<file path="src/include/rxerr_pkg.sv">
// Register map, field positions and timing constants for the status block
package rxerr_pkg;
    localparam logic [7:0] ADDR_ERR_POS   = 8'h0E;
    localparam logic [7:0] ADDR_STRENGTH  = 8'h0F;
    localparam logic [7:0] ADDR_TEST      = 8'h1A;
    localparam logic [7:0] ERR_POS_RESET  = 8'h00;
    localparam logic [7:0] TEST_RESET     = 8'h00;
    localparam logic [2:0] LEVEL_ZERO     = 3'h0;
    localparam logic [2:0] LEVEL_MAX      = 3'h7;
    localparam int         OSC_SETTLE_US  = 200;
    localparam int         CLK_MHZ        = 10;
    localparam int         OSC_SETTLE_CYC = OSC_SETTLE_US * CLK_MHZ;
    localparam int         BIT_OSC_OK     = 6;
    localparam int         BIT_KEY_IN     = 7;
    localparam int         BIT_SUBC_OUT   = 6;
    localparam int         BIT_DIRECT     = 5;
    localparam int         BIT_STAGE_SEL  = 4;
    localparam int         BIT_CUT2       = 3;
    localparam int         BIT_CUT1       = 2;
    localparam int         BIT_FOLLOW     = 1;
    localparam int         BIT_AGC_OBS    = 0;

    // Host register port request
    typedef struct packed {
        logic       rd;
        logic       wr;
        logic [7:0] addr;
        logic [7:0] wdata;
    } rxerr_req_t;

    // Receiver analog/test controls driven from the test register
    typedef struct packed {
        logic keying_pin_decoder_input;
        logic modulation_pin_subcarrier_out;
        logic direct_modulation_rx_reset;
        logic stage_select;
        logic second_stage_gain_cut;
        logic first_stage_gain_cut;
        logic follower_test;
        logic gain_control_observe;
    } rxerr_test_t;
endpackage : rxerr_pkg

</file>
<file path="src/rtl/rxerr_regs.sv">
// Error-position, signal-strength/oscillator and test registers
// Summary of operation
// [RULE1] Error position clears on reset and read
// [RULE2] Eight-bit error position, bit 7 MSB
// [RULE3] Load bit position on receive error
// [RULE4] Two upper position bits, cleared on read
// [RULE5] Bit 6 flags stable crystal oscillator
// [RULE6] Aux strength bits 5:3, swappable input
// [RULE7] Main strength bits 2:0 from input one
// [RULE8] Strength valid reception start to transmit
// [RULE9] Strength latches the reception peak
// [RULE10] Strength cleared when transmission begins
// [RULE11] Three-bit strength code, seven steps
// [RULE12] Carrier amplitude during RF-level command
// [RULE13] Test register resets to zero
// [RULE14] Bit 7: keying pin feeds decoder
// [RULE15] Bit 6: modulation pin outputs subcarrier
// [RULE16] Bit 5: direct modulation with rx reset
// [RULE17] Bit 4 selects amplifier stage output
// [RULE18] Bit 3 cuts second stage gain
// [RULE19] Bit 2 cuts first stage gain
// [RULE20] Bit 0 shows gain level on main
module rxerr_regs #(
    parameter int OSC_CYC = rxerr_pkg::OSC_SETTLE_CYC
) (
    input  wire logic               sys_clk,        // 10 MHz clock
    input  wire logic               nrst,           // Sync reset, low
    input  wire logic               enable,         // Chip enable, low clears
    input  wire rxerr_pkg::rxerr_req_t req,         // Host register access
    output logic [7:0]              rdata,          // Read data
    output logic                    rvalid,         // Read data valid pulse
    input  wire logic               err_event,      // Receive error pulse
    input  wire logic [9:0]         err_bit_pos,    // Bit position of error
    input  wire logic               osc_running,    // Oscillator started
    input  wire logic               rx_start,       // Reception start pulse
    input  wire logic               tx_start,       // Transmission start pulse
    input  wire logic               swap_inputs,    // Channel-swap control
    input  wire logic               rf_level_cmd,   // RF amplitude command
    input  wire logic [2:0]         env_level_one,  // Envelope, input one
    input  wire logic [2:0]         env_level_two,  // Envelope, input two
    input  wire logic [2:0]         carrier_level,  // Carrier amplitude
    input  wire logic [2:0]         agc_level,      // Gain control level
    output logic [1:0]              err_pos_upper,  // Position bits 9:8
    output logic                    strength_valid, // Strength values valid
    output rxerr_pkg::rxerr_test_t  test_ctrl       // Test controls
);
    logic        clr;
    logic [7:0]  err_pos_ff;
    logic [1:0]  err_up_ff;
    logic [7:0]  test_ff;
    logic [2:0]  main_ff;
    logic [2:0]  aux_ff;
    logic        valid_ff;
    logic        osc_ok_ff;
    logic [31:0] osc_cnt_ff;
    logic        osc_s1_ff;
    logic        osc_s2_ff;
    logic [7:0]  rdata_ff;
    logic        rvalid_ff;
    logic [2:0]  src_one;
    logic [2:0]  src_two;
    logic [2:0]  main_src;
    logic [2:0]  aux_src;
    logic [2:0]  main_view;
    logic        rd_err;
    logic        rd_mask;
    logic        enable_s1_ff;
    logic        enable_s2_ff;

    assign clr      = !nrst || !enable_s2_ff;
    assign rd_err   = req.rd && (req.addr == rxerr_pkg::ADDR_ERR_POS);
    // Upper position bits clear on a read of the mask register one below; that address reads 0x00
    assign rd_mask  = req.rd && (req.addr == rxerr_pkg::ADDR_ERR_POS - 8'h01);
    assign src_one  = rf_level_cmd ? carrier_level : env_level_one; // RULE12
    assign src_two  = rf_level_cmd ? carrier_level : env_level_two; // RULE12
    assign main_src = src_one;                                      // RULE7
    assign aux_src  = swap_inputs ? src_one : src_two;              // RULE6
    assign main_view = test_ff[rxerr_pkg::BIT_AGC_OBS] ? agc_level
                                                       : main_ff;  // RULE20

    // A new error outranks the clear from a read in the same cycle
    always_ff @(posedge sys_clk)
    begin
        if (clr)
            err_pos_ff <= rxerr_pkg::ERR_POS_RESET;                 // RULE1
        else if (err_event)
            err_pos_ff <= err_bit_pos[7:0];                         // RULE3 RULE2
        else if (rd_err)
            err_pos_ff <= rxerr_pkg::ERR_POS_RESET;                 // RULE1
    end

    always_ff @(posedge sys_clk)
    begin
        if (clr)
            err_up_ff <= 2'h0;
        else if (err_event)
            err_up_ff <= err_bit_pos[9:8];                          // RULE4
        else if (rd_mask)
            err_up_ff <= 2'h0;                                      // RULE4
    end

    always_ff @(posedge sys_clk)
    begin
        if (clr)
            test_ff <= rxerr_pkg::TEST_RESET;                       // RULE13
        else if (req.wr && req.addr == rxerr_pkg::ADDR_TEST)
            test_ff <= req.wdata;
    end

    // Peak hold; transmit start restarts the measurement
    always_ff @(posedge sys_clk)
    begin
        if (clr || tx_start)
        begin
            main_ff  <= rxerr_pkg::LEVEL_ZERO;                      // RULE10
            aux_ff   <= rxerr_pkg::LEVEL_ZERO;                      // RULE10
            valid_ff <= 1'b0;                                       // RULE8
        end
        else
        begin
            if (rx_start)
                valid_ff <= 1'b1;                                   // RULE8
            if (main_src > main_ff)
                main_ff <= main_src;                                // RULE9 RULE11
            if (aux_src > aux_ff)
                aux_ff <= aux_src;                                  // RULE9 RULE11
        end
    end

    always_ff @(posedge sys_clk)
    begin
        if (!nrst)
        begin
            osc_s1_ff <= 1'b0;
            osc_s2_ff <= 1'b0;
        end
        else
        begin
            osc_s1_ff <= osc_running;
            osc_s2_ff <= osc_s1_ff;
        end
    end

    // Chip enable is a pin: two stages before the clear logic sees it
    always_ff @(posedge sys_clk)
    begin
        if (!nrst)
        begin
            enable_s1_ff <= 1'b1;
            enable_s2_ff <= 1'b1;
        end
        else
        begin
            enable_s1_ff <= enable;
            enable_s2_ff <= enable_s1_ff;
        end
    end

    // Settle timer; restarts whenever the oscillator drops
    always_ff @(posedge sys_clk)
    begin
        if (clr || !osc_s2_ff)
        begin
            osc_cnt_ff <= 32'h0;
            osc_ok_ff  <= 1'b0;
        end
        else if (osc_cnt_ff >= 32'(OSC_CYC - 1))
            osc_ok_ff  <= 1'b1;                                     // RULE5
        else
            osc_cnt_ff <= osc_cnt_ff + 32'h1;
    end

    always_ff @(posedge sys_clk)
    begin
        if (!nrst)
        begin
            rdata_ff  <= 8'h00;
            rvalid_ff <= 1'b0;
        end
        else
        begin
            rvalid_ff <= req.rd;
            case (req.addr)
                rxerr_pkg::ADDR_ERR_POS:  rdata_ff <= err_pos_ff;
                rxerr_pkg::ADDR_STRENGTH:
                    rdata_ff <= {1'b0, osc_ok_ff, aux_ff, main_view};
                rxerr_pkg::ADDR_TEST:     rdata_ff <= test_ff;
                default:                  rdata_ff <= 8'h00;
            endcase
        end
    end

    assign rdata          = rdata_ff;
    assign rvalid         = rvalid_ff;
    assign err_pos_upper  = err_up_ff;
    assign strength_valid = valid_ff;
    // One driver for the whole bundle, so no field has two sources
    assign test_ctrl = '{
        keying_pin_decoder_input:
            test_ff[rxerr_pkg::BIT_KEY_IN],                 // RULE14
        modulation_pin_subcarrier_out:
            test_ff[rxerr_pkg::BIT_SUBC_OUT],               // RULE15
        direct_modulation_rx_reset:
            test_ff[rxerr_pkg::BIT_DIRECT],                 // RULE16
        stage_select:
            test_ff[rxerr_pkg::BIT_STAGE_SEL],              // RULE17
        second_stage_gain_cut:
            test_ff[rxerr_pkg::BIT_CUT2],                   // RULE18
        first_stage_gain_cut:
            test_ff[rxerr_pkg::BIT_CUT1],                   // RULE19
        follower_test:
            test_ff[rxerr_pkg::BIT_FOLLOW],
        gain_control_observe:
            test_ff[rxerr_pkg::BIT_AGC_OBS]
    };

    property p_err_load;
        @(posedge sys_clk) disable iff (clr)
        err_event |=> err_pos_ff == $past(err_bit_pos[7:0]);
    endproperty
    a_err_load: assert property (p_err_load) // RULE3
        else $error("error position not loaded");

    property p_err_rdclr;
        @(posedge sys_clk) disable iff (clr)
        rd_err && !err_event |=> err_pos_ff == 8'h00;
    endproperty
    a_err_rdclr: assert property (p_err_rdclr) // RULE1
        else $error("error position not cleared on read");

    property p_up_rdclr;
        @(posedge sys_clk) disable iff (clr)
        rd_mask && !err_event |=> err_up_ff == 2'h0;
    endproperty
    a_up_rdclr: assert property (p_up_rdclr) // RULE4
        else $error("upper position bits not cleared");

    property p_tx_clear;
        @(posedge sys_clk) disable iff (clr)
        tx_start |=> main_ff == 3'h0 && aux_ff == 3'h0 && !valid_ff;
    endproperty
    a_tx_clear: assert property (p_tx_clear) // RULE10
        else $error("strength not cleared on transmit");

    property p_peak;
        @(posedge sys_clk) disable iff (clr)
        !tx_start |=> main_ff >= $past(main_ff) && main_ff >= $past(main_src);
    endproperty
    a_peak: assert property (p_peak) // RULE9
        else $error("main strength peak lost");

    property p_aux_swap;
        @(posedge sys_clk) disable iff (clr)
        !tx_start && swap_inputs |=> aux_ff >= $past(src_one);
    endproperty
    a_aux_swap: assert property (p_aux_swap) // RULE6
        else $error("aux channel ignores swap");

    property p_valid;
        @(posedge sys_clk) disable iff (clr)
        rx_start && !tx_start |=> valid_ff;
    endproperty
    a_valid: assert property (p_valid) // RULE8
        else $error("strength not valid after rx start");

    property p_osc;
        @(posedge sys_clk) disable iff (clr)
        $rose(osc_ok_ff) |-> $past(osc_s2_ff)
            && osc_cnt_ff == 32'(OSC_CYC - 1);
    endproperty
    a_osc: assert property (p_osc) // RULE5
        else $error("oscillator flag early");

    property p_agc_obs;
        @(posedge sys_clk) disable iff (clr)
        req.rd && req.addr == rxerr_pkg::ADDR_STRENGTH
            && test_ff[rxerr_pkg::BIT_AGC_OBS] |=> rdata_ff[2:0] == $past(agc_level);
    endproperty
    a_agc_obs: assert property (p_agc_obs) // RULE20
        else $error("gain level not observed");

    property p_clr_state;
        @(posedge sys_clk)
        clr |=> test_ff == rxerr_pkg::TEST_RESET
            && err_pos_ff == rxerr_pkg::ERR_POS_RESET;
    endproperty
    a_clr_state: assert property (p_clr_state) // RULE13
        else $error("registers not cleared by reset or enable");

    property p_osc_drop;
        @(posedge sys_clk) disable iff (clr)
        !osc_s2_ff |=> !osc_ok_ff;
    endproperty
    a_osc_drop: assert property (p_osc_drop) // RULE5
        else $error("oscillator flag kept while oscillator down");

    property p_main_env;
        @(posedge sys_clk) disable iff (clr)
        !tx_start && !rf_level_cmd |=> main_ff >= $past(env_level_one);
    endproperty
    a_main_env: assert property (p_main_env) // RULE7
        else $error("main strength misses input one");

    property p_carrier;
        @(posedge sys_clk) disable iff (clr)
        !tx_start && rf_level_cmd |=> main_ff >= $past(carrier_level);
    endproperty
    a_carrier: assert property (p_carrier) // RULE12
        else $error("main strength misses carrier level");

    c_err_read: cover property (@(posedge sys_clk) err_event ##[1:20] rd_err);
    c_rx_tx: cover property (@(posedge sys_clk) rx_start ##[1:50] tx_start);
    c_osc: cover property (@(posedge sys_clk) $rose(osc_ok_ff));
    c_swap: cover property (@(posedge sys_clk) swap_inputs && aux_src > aux_ff);
    c_agc: cover property (@(posedge sys_clk)
        req.rd && req.addr == rxerr_pkg::ADDR_STRENGTH
        && test_ff[rxerr_pkg::BIT_AGC_OBS]);
endmodule : rxerr_regs

</file>
<file path="config.mk">
export PLATFORM = sky130hd
export DESIGN_NAME = rxerr_regs
export DESIGN_NICKNAME = d
export VERILOG_FILES = /design/src/include/rxerr_pkg.sv /design/src/rtl/rxerr_regs.sv
export SDC_FILE = /design/constraint.sdc
export NUM_CORES = 1
export LEC_CHECK = 0
export BUFFER_PORTS_ARGS = -buffer_cell sky130_fd_sc_hd__buf_2
export CAP_MARGIN = 0
export CORE_MARGIN = 2
export CORE_UTILIZATION = 35
export CTS_BUF_LIST = sky130_fd_sc_hd__clkbuf_4
export CTS_CLUSTER_DIAMETER = 60
export DETAILED_ROUTE_END_ITERATION = 8
export PLACE_DENSITY = 0.63
export SLEW_MARGIN = 25
export SYNTH_ARGS = -nofsm -noshare
export SYNTH_HDL_FRONTEND = slang
export SYNTH_SLANG_ARGS = --single-unit
</file>
<file path="constraint.sdc">
create_clock -name sys_clk -period 2.15 [get_ports sys_clk]
set_clock_uncertainty 0.2 [all_clocks]
set_input_delay 0.43 -clock sys_clk [delete_from_list [all_inputs] [get_ports sys_clk]]
set_output_delay 0.43 -clock sys_clk [all_outputs]
set_load 0.05 [all_outputs]
</file>
==> results.py <==
metrics = {
    "logic_synthesis": {
        "synth_cell_types": 43,
        "syn_inst": 305,
        "yosysSeqAreaShare": 0.4704,
        "postSynthAreaPerCell_um2": 9.907,
        "netlist_area_um2": 3022,
        "syn_nets": 361,
        "synth-main-ff-cell": "dfxtp_1",
        "yosys_warnings": 0,
        "ys_ff_latch": 71,
        "synth_edf_count": 0,
        "synthArstFlopShare": 0,
    },
    "pwr": {
        "switching_share": 0.2618,
        "p_sw_mw": 0.6421,
        "seqPwrFrac": 0.551,
        "power.density_nw_per_um2": 658.1,
        "ir_drop_uv": 410.3,
        "p_comb_frac": 0.101,
        "clockPowerShare": 0.348,
        "power_leakage_nw": 1.509,
        "power.total_mw": 2.452,
        "p_int_mw": 1.810,
    },
    "finish": {
        "area_growth_pct": 23.31,
        "nets": 445,
        "multiInputGateArea_um2": 1535,
        "drive_gt1_frac": 0.3223,
        "seq_area_um2": 1421,
        "n_fill_cell": 818,
        "postLayoutCoreUtil": 0.4490,
        "num_antenna_cells": 0,
        "final_area_um2": 3726,
    },
    "clock_tree": {
        "clk_latency_ns": 0.41,
        "numClockSinks": 71,
        "cts_resized": 0,
        "clk_pin_slew_worst_paths_ns": 0.13,
        "htreeDepth": 3,
        "postCtsSetupRepairBufs": 0,
        "cts_root_buffer": "clkbuf_4",
        "clockBufferDepth": 2,
        "cts_tree": "built",
        "cts_made_buffers": 9,
    },
    "timing": {
        "rsz0062_at_grt": "false",
        "relSlewSlack": 0.6952,
        "fmax_ghz": 0.5039,
        "worst-slew-pin-transition_ns": 0.4559,
        "maxSlewViolCount": 0,
        "setup_viol": 0,
        "final.period_utilization": 0.9231,
        "hold_viol": 0,
        "fin_crit_ns": 1.985,
    },
    "outcome": {
        "run_status": "completed",
    },
    "floorplan": {
        "core_um2": 8299,
        "die_w_um": 96.92,
        "die_area_um2": 9393,
        "core.rowCount": 33,
        "initial_utilization": 0.3641,
        "io_pins": 69,
        "die_h_um": 96.92,
    },
    "route": {
        "totalWireLength_um": 6692,
        "drt_iter0_drc": 98,
        "ant_nets": 0,
        "dr.pass1.iters": 6,
        "num_vias": 2428,
        "viasPerCell": 4.866,
        "wl_per_cell_um": 13.41,
        "drc": 0,
    },
    "global_route": {
        "grt_first_pass_wirelength_um": 11270,
        "grtUsageTotal": 0.1475,
        "grt.overflow.total": 0,
        "antenna_found_initial": 0,
        "grt_pass1_vias": 2432,
        "grt_max_degree": 19,
    },
    "worst_setup_path": {
        "arrival_ns": 2.07,
        "path_cells": "ha_1, nand3_1, a211oi_4, buf_4, nor4_2, xnor2_1, nor2_1",
        "startpoint_type": "flip-flop",
        "endpoint_kind": "flip-flop",
        "cpPeakStageDelay_ns": 0.44,
        "worst-setup-path-type": "reg -> reg",
        "worst-path-max-fanout": 5,
        "slowest_stage": "a211oi_4",
        "required_ns": 2.24,
    },
    "run": {
        "maxCapViolations": 0,
    },
    "hold_path": {
        "hp-class": "in -> reg",
    },
    "placed_design": {
        "dp_hpwl_um": 5041,
        "gp_routability_congestion": 0.8200,
        "port_buffers": 68,
        "dpl_cell_area_um2": 3567,
    },
}
cell type report:
class,count,share of cell area
Clock buffer,9,0.01813
Inverter,11,0.01108
Sequential cell,71,0.3815
Multi-Input combinational cell,213,0.4120
Tap cell,105,0.03526
Timing Repair Buffer,83,0.1229
Clock inverter,7,0.01914
sequential cells by signal, indices dropped and copies added, names as in the netlist:
name,cells
osc_cnt_ff,32
osc_s1_ff,1
main_ff,3
err_pos_upper,2
osc_s2_ff,1
aux_ff,3
enable_s2_ff,1
test_ctrl,8
rvalid,1
enable_s1_ff,1
strength_valid,1
rdata,8
osc_ok_ff,1
err_pos_ff,8
critical path: cells and delay by family (launching register included):
family                     cells  cell delay, ns
DFF                            1            0.40
AOI/OAI and AO/OA              1            0.44
adders and majority gates      1            0.19
and+or+nand+nor                3            0.26
buffers and inverters          1            0.22
xor gates and xnor gates       1            0.15
layer usage:
layer,vias up,GRT usage,share of wire,wire [um]
met3,8,0.03757,0.058,386
met1,1114,0.2002,0.48,3186
met2,70,0.2270,0.45,3028
met4,0,0.05309,0.013,90
met5,-,0,0,0
li1,1236,-,-,-
power groups by stage:
stage	registers [mW]	logic (mW)	clock network, mW
2_1_floorplan	1.39	0.134	0
3_3_place_gp	1.38	0.239	0
3_5_place_dp	1.38	0.246	0
4_1_cts	1.35	0.250	0.883
5_1_grt	1.35	0.277	0.945
6_report	1.35	0.248	0.853
through the flow:
stage,instances,setup slack (ns),hold WS [ns],setup TNS (ns)
3_3_place_gp,481,-0.06680,0.1953,-0.1979
5_1_grt,499,0.03203,0.03226,0
4_1_cts,499,0.1717,0.01972,0
3_5_place_dp,481,-0.1550,0.2047,-0.4973
6_report,499,0.1653,0.04092,0
2_1_floorplan,305,0.01926,0.1863,0
cells by family after synthesis:
family	after synthesis	share of synthesized area
fa+ha+maj	7	0.02898
flops	71	0.4704
simple gates	137	0.2857
mux	11	0.03644
compound gates	49	0.1259
xor+xnor	9	0.02609
buf+inv	21	0.02650
layout by cell type, fill, tap and decap left out, types with 2 or more instances in the layout:
cell and instances:
a22oi_2 8, clkbuf_4 9, nor4b_4 2, xnor2_1 9, a21oi_1 14, dlygate4sd3_1 2, buf_2 68, nor3_1 2
a222oi_1 2, a22oi_1 6, a32oi_2 2, mux2i_1 11, nand2_1 23, or2_2 2, nor2b_1 3, nor4_1 2
and2_1 24, o21ai_0 9, clkinv_1 2, nand3_1 13, dfxtp_1 71, buf_4 13, ha_1 7, inv_6 2
nor4_4 4, inv_1 11, nor2_1 40, and3_1 3, nor4_2 6, nand2b_1 3
worst paths after layout:
check / cells past startpoint / to / slack [ns] / startpoint
worst max-delay path: 7 / osc_cnt_ff[8] / 0.17 / osc_cnt_ff[0]
worst min-delay path: 3 / strength_valid / 0.04 / rx_start
worst max register to register: 7 / osc_cnt_ff[8] / 0.17 / osc_cnt_ff[0]
worst min register to register: 1 / enable_s2_ff / 0.23 / enable_s1_ff
cell usage after synthesis (2+ instances only):
library cell   n  area share
a222oi_1       2      0.0066
nor4b_4        2       0.016
o21ai_0        9       0.015
or2_2          2      0.0041
dfxtp_1       71        0.47
nor2_1        40       0.050
inv_1         11       0.014
a32oi_1        3      0.0087
a22oi_2        8       0.033
a21oi_1       14       0.023
mux2i_1       11       0.036
and2_1        24       0.050
nor4_4         4       0.028
clkbuf_1       9       0.011
a22oi_1        6       0.015
nand3_1       13       0.022
nor2b_1        3      0.0062
nor4_1         2      0.0041
nand2b_1       3      0.0062
nor4_2         6       0.025
nand2_1       23       0.029
nor3_1         2      0.0033
xnor2_1        9       0.026
and3_1         3      0.0062
ha_1           7       0.029
timing repair:
item                       4_1_cts  5_1_grt
hold endpoints to repair         2        0
setup endpoints to repair        0        0
hold buffers                     2        0
Note: power is estimated with default switching activity, not from simulation.
